**src/hdl/cocr_pkg.sv**
```systemverilog
package cocr_pkg;
  // Register offsets on the control port
  localparam logic [7:0] COCR_INPUT_SETUP_OFF = 8'h3C;
  localparam logic [7:0] COCR_GAIN_OFF        = 8'h3D;
  localparam logic [7:0] COCR_VOLUME_OFF      = 8'h3E;
  localparam logic [7:0] COCR_GAIN_TRIM_OFF   = 8'h3F;
  // Values after reset
  localparam logic [7:0] COCR_INPUT_SETUP_RST = 8'h10;
  localparam logic [7:0] COCR_GAIN_RST        = 8'h00;
  localparam logic [7:0] COCR_VOLUME_RST      = 8'hC9;
  localparam logic [7:0] COCR_GAIN_TRIM_RST   = 8'h80;
  // Field positions in the input setup register
  localparam int COCR_KIND_BIT      = 7;
  localparam int COCR_ARR_LSB       = 5;
  localparam int COCR_COUPLING_BIT  = 4;
  localparam int COCR_SWING_BIT     = 3;
  localparam int COCR_PROFILE_LSB   = 1;
  localparam int COCR_AUTO_GAIN_BIT = 0;
  // Field positions in gain and trim registers
  localparam int COCR_GAIN_LSB      = 2;
  localparam int COCR_GAIN_RSV1_BIT = 1;
  localparam int COCR_TRIM_LSB      = 4;
  // Gain code limit and volume figures (half-dB steps)
  localparam logic [5:0] COCR_GAIN_MAX_CODE = 6'h2A;
  localparam logic [7:0] COCR_VOL_UNITY     = 8'hC9;
  // Front-end profile codes
  typedef enum logic [1:0] {
    COCR_PROF_SNR  = 2'h0,
    COCR_PROF_BAD  = 2'h1,
    COCR_PROF_COMMON_MODE_REJECTION = 2'h2,
    COCR_PROF_RSV  = 2'h3
  } cocr_profile_t;
endpackage

```
**src/hdl/cocr_regs.sv**
```systemverilog
`timescale 1ns/100ps
module cocr_regs (
  // Clock and reset
  input  wire logic        clock,
  input  wire logic        srst,
  // Control port register access
  input  wire logic        reg_wr,
  input  wire logic [7:0]  reg_addr,
  input  wire logic [7:0]  reg_wdata,
  output logic      [7:0]  reg_rdata,
  // Analog front end controls
  output logic             chan_one_input_kind,
  output logic      [1:0]  chan_one_input_arrangement,
  output logic             chan_one_coupling_sel,
  output logic             chan_one_swing_range,
  output cocr_pkg::cocr_profile_t chan_one_frontend_profile,
  output logic             chan_one_auto_gain_on,
  output logic      [5:0]  chan_one_analog_gain,
  output logic             chan_one_gain_reserved,
  output logic      [3:0]  chan_one_gain_trim,
  // Digital volume stage
  output logic      [7:0]  chan_one_volume_code,
  output logic             chan_one_mute,
  output logic signed [9:0] chan_one_volume_half_db
);
  import cocr_pkg::*;

  // Register state; every field below is decoded straight from these
  logic [7:0] setup_q;  // Input setup register
  logic [7:0] gain_q;   // Gain register
  logic [7:0] vol_q;    // Volume register
  logic [7:0] trim_q;   // Gain trim register
  logic [7:0] rdata_d;  // Read mux

  // Volume code to signed half-dB figure; linear between endpoints
  function automatic logic signed [9:0] vol_half_db(input logic [7:0] code);
    vol_half_db = $signed({2'b00, code}) - $signed({2'b00, COCR_VOL_UNITY});
  endfunction

  // Input setup register; all fields plain read/write
  always_ff @(posedge clock) begin
    if (srst) begin
      setup_q <= COCR_INPUT_SETUP_RST;
    end else if (reg_wr && reg_addr == COCR_INPUT_SETUP_OFF) begin
      setup_q <= reg_wdata;
    end
  end

  // Gain register; bit 0 is read-only and stays zero
  always_ff @(posedge clock) begin
    if (srst) begin
      gain_q <= COCR_GAIN_RST;
    end else if (reg_wr && reg_addr == COCR_GAIN_OFF) begin
      gain_q <= {reg_wdata[7:1], 1'b0};
    end
  end

  // Volume register
  always_ff @(posedge clock) begin
    if (srst) begin
      vol_q <= COCR_VOLUME_RST;
    end else if (reg_wr && reg_addr == COCR_VOLUME_OFF) begin
      vol_q <= reg_wdata;
    end
  end

  // Gain trim register; low nibble read-only zero
  always_ff @(posedge clock) begin
    if (srst) begin
      trim_q <= COCR_GAIN_TRIM_RST;
    end else if (reg_wr && reg_addr == COCR_GAIN_TRIM_OFF) begin
      trim_q <= {reg_wdata[7:4], 4'h0};
    end
  end

  // Read mux; unmapped addresses read zero
  always_comb begin
    case (reg_addr)
      COCR_INPUT_SETUP_OFF: rdata_d = setup_q;
      COCR_GAIN_OFF:        rdata_d = gain_q;
      COCR_VOLUME_OFF:      rdata_d = vol_q;
      COCR_GAIN_TRIM_OFF:   rdata_d = trim_q;
      default:              rdata_d = 8'h00;
    endcase
  end

  // Read data is registered so it comes from flip-flops
  always_ff @(posedge clock) begin
    if (srst) begin
      reg_rdata <= 8'h00;
    end else begin
      reg_rdata <= rdata_d;
    end
  end

  // Field decode to front end
  assign chan_one_input_kind        = setup_q[COCR_KIND_BIT];
  assign chan_one_input_arrangement = setup_q[COCR_ARR_LSB +: 2];
  assign chan_one_coupling_sel      = setup_q[COCR_COUPLING_BIT];
  assign chan_one_swing_range       = setup_q[COCR_SWING_BIT];
  assign chan_one_frontend_profile  = cocr_profile_t'(setup_q[COCR_PROFILE_LSB +: 2]);
  // Auto gain follows the bit; the AC-only restriction is left to software
  assign chan_one_auto_gain_on      = setup_q[COCR_AUTO_GAIN_BIT];
  // Gain code passes straight through, one dB per code
  assign chan_one_analog_gain       = gain_q[COCR_GAIN_LSB +: 6];
  assign chan_one_gain_reserved     = gain_q[COCR_GAIN_RSV1_BIT];
  assign chan_one_gain_trim         = trim_q[COCR_TRIM_LSB +: 4];
  assign chan_one_volume_code       = vol_q;
  // Code zero is a true mute, not the bottom of the scale
  assign chan_one_mute              = (vol_q == 8'h00);
  assign chan_one_volume_half_db    = vol_half_db(vol_q);
endmodule

```
**config.mk**
```make
export PLATFORM = sky130hd
export DESIGN_NAME = cocr_regs
export DESIGN_NICKNAME = d
export VERILOG_FILES = /design/src/hdl/cocr_pkg.sv /design/src/hdl/cocr_regs.sv
export SDC_FILE = /design/constraint.sdc
export NUM_CORES = 1
export LEC_CHECK = 0
export BUFFER_PORTS_ARGS = -buffer_cell sky130_fd_sc_hd__buf_2
export CAP_MARGIN = 20
export CORE_MARGIN = 1
export CORE_UTILIZATION = 45
export DETAILED_ROUTE_END_ITERATION = 12
export PLACE_DENSITY = 0.74
export SLEW_MARGIN = 15
export SYNTH_ARGS = -nofsm -noshare
export SYNTH_HDL_FRONTEND = slang
export SYNTH_SLANG_ARGS = --single-unit
```
**constraint.sdc**
```tcl
create_clock -name clock -period 1.7 [get_ports clock]
set_input_delay 0.17 -clock clock [delete_from_list [all_inputs] [get_ports clock]]
set_output_delay 0.17 -clock clock [all_outputs]
set_load 0.01 [all_outputs]
```
==> summary.md, run 1 <==
| Metric | Value |
|---|---|
| Multiplexer area fraction after synthesis | 0.232 |
| Netlist cell types | 32 |
| Slew headroom | 0.763 |
| GR Layer Usage met1 | 0.236 |
| Via density | 4.97 |
| Max-slew violation count | 0 |
| Worst hold path type | primary input to flop |
| Nets | about 250 |
| DR DRC count | 0 |
| Worst flop-to-flop path startpoint | chan_one_volume_code[6]$_SDFFE_PP1P_ |
| Placeable Area | 3660 sq um |
| Largest family of logic cells by synthesized area | simple AND/OR/NAND/NOR gates |
| Met2 usage | 0.334 |
| Boundary Pins | 65 |
| Critical Path Start Type | flop |
| Endpoints failing setup | 0 |
| First-pass GRT wire length | 6150 um |
| Post-synth top cells | 35 x dfxtp_1, 31 x mux2i_1, 30 x nand2b_1 |
| ANT nets after route | 0 |
| Syn Nets | between 150 and 200 |
| Grt peak-use layer | met2 |
| Worst R2R Path Depth | 2 |
| DRT Wirelength | around 3800 um |
| Count leader, synth | dfxtp_1 |
| CTS H-tree lvls | 2 |
| Synthesis warning total | 0 |
| Final Wtd Congestion | approximately 0.75 |
| Async S/R FF share, synth | 0 |
| Cells after Synth | between 150 and 200 |
| Synthesized flop and latch total | 35 |
| Die area | 4080 sq um |
| Setup crit end kind | output pin |
| Status | finished clean |
| First drt pass iteration count | 4 |
| Clock Tree Root | clkbuf_8 |
| Synth area leader | dfxtp_1 |
| Synth Area per Inst | 10.4 sq um |
| Placed instance area | 2050 sq um |
| TritonCTS buffer count | 5 |
| Data arrival time of the worst path | 1460 ps |
| Largest net degree at the start of global routing | 25 |
| Max-Cap Viols | 0 |
| Wirelength per Cell | 13.5 um |
| Post-synthesis compound-gate area fraction | 0.0319 |
| Area Overhead vs Synth | 24.7% |
| CTS tree | done |
| Clock-pin slew on the worst setup and hold paths | 60 ps |
| RSZ-0062 raised after global routing | true |
| Worst reg-to-reg setup slack | 570 ps |
| Hold Startpoint | reg_wdata[6] |
| Prevailing post-synth register cell | dfxtp_1 |
| Starting Density | 0.471 |
| Post-synthesis xor/xnor area fraction | 0.0254 |
| Detailed Place HPWL | 2680 um |
| Final Hold Viols | 0 |
| Design area | 2150 sq um |
| Final period util | 0.960 |
| Min-Delay Path Depth | 3 |
| Largest cells by area after synthesis | dfxtp_1 41%, mux2i_1 18%, nand2b_1 11% |
| Initial drt markers | 50 |
| Skew final | 2.96 ps |
| Cell area after synthesis | 1720 sq um |
| Row cnt | 22 |
| Worst-path fanout max | 3 |
| Clk_lat worst skew | 280 ps |
| Worst path cell trace | o31a_1, o31ai_2, xnor2_1, buf_2 |
| Worst reg2reg path endpoint | reg_rdata[6]$_SDFF_PP0_ |
| Die Wd | 63.9 um |
| Vias in the first global route | 1281 |
| Initial antenna violation count | 0 |
| TNS Setup | 0 ps |
| CP max-delay cell | dfxtp_4 |
| Clk sinks | 35 |
| Simple-gate share of the synthesized area | 0.239 |
| GRT overflow | 0 |
| Leak pwr | roughly 1.1 nW |
| Vias | 1383 |
| Pwr Density | just under 700 nW/um^2 |
| # diodes | 0 |
| Worst path max stage delay | 350 ps |
| Die Ht | 63.9 um |
| Count of flip-flops with a built-in enable after synthesis | 0 |
| Adder-Cell Fraction of Synth Area | 0.0145 |
| Sequential fraction of the synthesis area | 0.406 |
| CTS max path bufs | 2 |
| Slew @ Worst Pin | 354 ps |
| Crit Path Category | flop to output pin |
| Top-area cell type share of the netlist area | 0.406 |
| Hold endpoint | chan_one_volume_code[6]$_SDFFE_PP1P_ |
| Gr usage total | 0.198 |
| Met3 usage | 0.0643 |
| Fin crit period | 1630 ps |
| Layout cells sized above 1 | 0.378 |
| Fmax achieved | just over 0.6 GHz |
| PortBufs | 64 |
| Required time worst endpoint | 1530 ps |
| Maximum vdd drop | 474 uV |
worst max-delay path by stage:
stage / endpoint / cells after the start / start / slack [ps]
floorplan: chan_one_volume_half_db[9] / 6 / chan_one_volume_code[0]$_SDFFE_PP1P_ / 120
global placement: chan_one_volume_half_db[8] / 6 / chan_one_volume_code[0]$_SDFFE_PP1P_ / 310
detailed placement: chan_one_volume_half_db[9] / 6 / chan_one_volume_code[0]$_SDFFE_PP1P_ / 280
CTS: chan_one_volume_half_db[7] / 4 / chan_one_volume_code[2]$_SDFFE_PP0P_ / 30
global route: chan_one_volume_half_db[6] / 6 / chan_one_volume_code[0]$_SDFFE_PP1P_ / -80
finish: chan_one_volume_half_db[7] / 4 / chan_one_volume_code[0]$_SDFFE_PP1P_ / 70
where the power goes:
| group | total [mW] | switching, mW | internal (mW) |
|---|---|---|---|
| Clock | 0.544 | 0.271 | 0.273 |
| Combinational | 0.0997 | 0.0489 | 0.0508 |
| Sequential | 0.820 | 0.000949 | 0.819 |
| Total | 1.46 | 0.321 | 1.14 |
sequential cells by signal (all words and copies together), names as in the netlist:
signal                cells
chan_one_volume_code      8
reg_rdata                 8
gain_q                    7
setup_q                   8
trim_q                    4
stage by stage:
step | instances | power [mW] | setup WS, ps | hold WS [ps] | util
global route | 278 | 1.53 | -82.3 | 161 | 0.587
global placement | 270 | 0.940 | 309 | 439 | 0.560
floorplan | 165 | 0.911 | 122 | 322 | -
finish | 278 | 1.46 | 67.2 | 153 | 0.587
CTS | 276 | 1.48 | 34.4 | 148 | 0.581
detailed placement | 270 | 0.940 | 279 | 445 | 0.560
critical path: cells and delay by family (launching register included):
| kind | cells | cell delay [ps] |
|---|---|---|
| flip-flops | 1 | 350 |
| XOR/XNOR | 1 | 140 |
| buffers and inverters | 1 | 150 |
| AO/OA/AOI/OAI | 2 | 550 |
what timing repair did:
action / CTS / global route
gates cloned: 0 / 0
hold endpoints to repair: 0 / 0
hold buffers: 0 / 0
resized for setup: 3 / 4
buffers inserted: 0 / 2
pin swaps: 0 / 1
endpoints found under the setup margin: 3 / 5
area by class of cell:
class | count | area, sq um
Multi-Input combinational cell | 117 | 942
Inverter | 3 | 11.3
Tap cell | 48 | 60.1
Sequential cell | 35 | 707
Fill cell | 327 | 1510
Clock buffer | 6 | 72.6
Timing Repair Buffer | 69 | 358
per-layer routing:
metal,wire length (um),vias up
met5,0,-
met2,1920,40
met4,28,0
li1,-,691
met3,188,5
met1,1630,647
cell families (layout without fill, tap and decap cells):
family,after synthesis,after routing
buf+inv,13,78
compound gates,6,6
simple gates,69,69
mux,35,35
fa+ha+maj,2,2
xor+xnor,5,5
flops,35,35
cells in the final DEF (no fill, tap or decap), drive strengths merged, types with 2 or more instances in the layout:
cell type / instances
a2bb2oi: 3
and2: 2
and3: 2
buf: 69
clkbuf: 6
dfxtp: 35
ha: 2
inv: 3
mux2i: 31
mux4: 4
nand2b: 30
nand3: 3
nand3b: 2
nor2: 18
nor2b: 4
nor4: 2
xnor2: 2
xor2: 3
(Power assumes the default switching activity.)
==> inputs of run 2 (changes only) <==
--- a/config.mk
+++ b/config.mk
@@ -5,7 +5,7 @@
 export SDC_FILE = /design/constraint.sdc
 export NUM_CORES = 1
 export LEC_CHECK = 0
-export BUFFER_PORTS_ARGS = -buffer_cell sky130_fd_sc_hd__buf_2
+export BUFFER_PORTS_ARGS = -buffer_cell sky130_fd_sc_hd__clkbuf_2
 export CAP_MARGIN = 20
 export CORE_MARGIN = 1
 export CORE_UTILIZATION = 45
==> summary.md, run 2 (synthesis results as in run 1) <==
| Metric | Value |
|---|---|
| Worst reg2reg path endpoint | reg_rdata[6]$_SDFF_PP0_ |
| First drt pass iteration count | 4 |
| Worst reg-to-reg setup slack | ~540 ps |
| Pwr Density | 722 nW/um^2 |
| Wirelength per Cell | approximately 14 um |
| Max-Cap Viols | 0 |
| Clk sinks | 35 |
| Area Overhead vs Synth | 27.2% |
| Initial drt markers | 56 |
| Layout cells sized above 1 | 0.392 |
| First-pass GRT wire length | about 6300 um |
| GRT overflow | 0 |
| Post-Layout Cell Count | 280 |
| Data arrival time of the worst path | 1490 ps |
| Starting Density | 0.471 |
| RSZ-0062 raised after global routing | true |
| DRT Wirelength | just under 4000 um |
| Maximum vdd drop | between 400 and 500 uV |
| Detailed Place HPWL | 2760 um |
| Boundary Pins | 65 |
| Fin crit period | 1660 ps |
| Gr usage total | 0.202 |
| Crit Path Category | flop to output pin |
| Worst-path fanout max | 8 |
| Hold endpoint | setup_q[0]$_SDFFE_PP0P_ |
| DP Cell Count | 270 |
| Fillers | 324 |
| Final Wtd Congestion | 0.711 |
| Leak pwr | 1.12 nW |
| Placeable Area | 3660 sq um |
| Skew final | 5.95 ps |
| Total design power | 1.58 mW |
| Worst R2R Path Depth | 2 |
| Row cnt | 22 |
| Status | finished clean |
| Hold Startpoint | reg_wdata[0] |
| Required time worst endpoint | 1530 ps |
| Clock Tree Root | clkbuf_8 |
| Critical Path Start Type | flop |
| Max-slew violation count | 0 |
| CTS max path bufs | 2 |
| Via density | around 5 |
| Post-layout util | 0.599 |
| Vias in the first global route | between 1000 and 1500 |
| Die Wd | between 60 and 70 um |
| Slew headroom | 0.749 |
| TritonCTS buffer count | 5 |
| Initial antenna violation count | 0 |
| Worst hold path type | primary input to flop |
| Largest net degree at the start of global routing | 23 |
| Commonest cells after routing, fill and taps aside | 62 x clkbuf_2, 32 x dfxtp_1, 31 x mux2i_1, 30 x nand2b_1, 18 x nor2_1 |
| Endpoints failing setup | 0 |
| Setup crit end kind | output pin |
| Final Hold Viols | 0 |
| TNS Setup | 0 ps |
| CTS tree | done |
| Hold Buf Count CTS | 0 |
| Commonest non-fill, non-tap cell in the layout | clkbuf_2 |
| Die area | 4080 sq um |
| Die Ht | 63.9 um |
| ANT nets after route | 0 |
| # diodes | 0 |
| Final period util | 0.974 |
| CTS H-tree lvls | 2 |
| PortBufs | 64 |
| Clk_lat worst skew | 290 ps |
| Min-Delay Path Depth | 3 |
| Clock-pin slew on the worst setup and hold paths | 70 ps |
| Worst flop-to-flop path startpoint | chan_one_volume_code[6]$_SDFFE_PP1P_ |
| Vias | 1428 |
| Slew @ Worst Pin | 375 ps |
| Nets | 252 |
| DR DRC count | 0 |
| Fmax achieved | 0.604 GHz |
[run 2: cell types whose count changed in the layout (fill, tap and decap cells not counted), sizes merged]
cell	before	now
clkbuf	6	70
buf	69	7
[run 2: worst max-delay path, stage by stage (launching register included)]
cell     delay [ps]
dfxtp_4         370
o31a_1          330
o31ai_2         210
xnor2_1         140
buf_2           140
[run 2: worst max-delay path by stage]
stage	startpoint	to	slack [ps]	cells past startpoint
after floorplan	chan_one_volume_code[0]$_SDFFE_PP1P_	chan_one_volume_half_db[9]	120	6
final	chan_one_volume_code[2]$_SDFFE_PP0P_	chan_one_volume_half_db[7]	40	4
after global routing	chan_one_volume_code[2]$_SDFFE_PP0P_	chan_one_volume_half_db[7]	-70	4
after CTS	chan_one_volume_code[2]$_SDFFE_PP0P_	chan_one_volume_half_db[7]	20	4
after global placement	chan_one_volume_code[0]$_SDFFE_PP1P_	chan_one_volume_half_db[8]	300	6
after detailed placement	chan_one_volume_code[0]$_SDFFE_PP1P_	chan_one_volume_half_db[8]	230	6
[run 2: routing by layer]
| metal | vias up | part of all wire | GRT usage |
|---|---|---|---|
| met4 | 0 | 0.014 | 0.0824 |
| li1 | 698 | - | - |
| met5 | - | 0 | 0 |
| met2 | 35 | 0.51 | 0.354 |
| met1 | 687 | 0.44 | 0.231 |
| met3 | 8 | 0.038 | 0.0518 |
[run 2: per-stage QoR]
stage          worst slack (ps)  cell area, sq um  hold WS [ps]
3_3_place_gp                300              2050           442
3_5_place_dp                233              2050           441
5_1_grt                   -69.6              2190           146
6_report                   44.6              2190           138
2_1_floorplan               122              1720           322
4_1_cts                    21.3              2150           133
[run 2: final cells by class]
| class | count | area (sq um) | area share |
|---|---|---|---|
| inverter | 3 | 11.3 | 0.00513 |
| tap | 48 | 60.1 | 0.0274 |
| multi-input combinational | 117 | 952 | 0.434 |
| clock buffer | 8 | 100 | 0.0456 |
| sequential | 35 | 712 | 0.325 |
| timing repair buffer | 69 | 358 | 0.163 |
[run 2: what timing repair did]
action,in CTS,in global routing
cloned,0,0
pin swaps,0,1
setup buffers,0,2
setup endpoints to repair,3,5
resized for setup,3,11
[run 2: power by group]
| part | total, mW | leakage [nW] | switching [mW] | internal [mW] |
|---|---|---|---|---|
| clock | 0.666 | 0.0515 | 0.297 | 0.370 |
| combinational | 0.101 | 0.786 | 0.0500 | 0.0509 |
| sequential | 0.817 | 0.284 | 0.000991 | 0.816 |
| total | 1.58 | 1.12 | 0.348 | 1.24 |
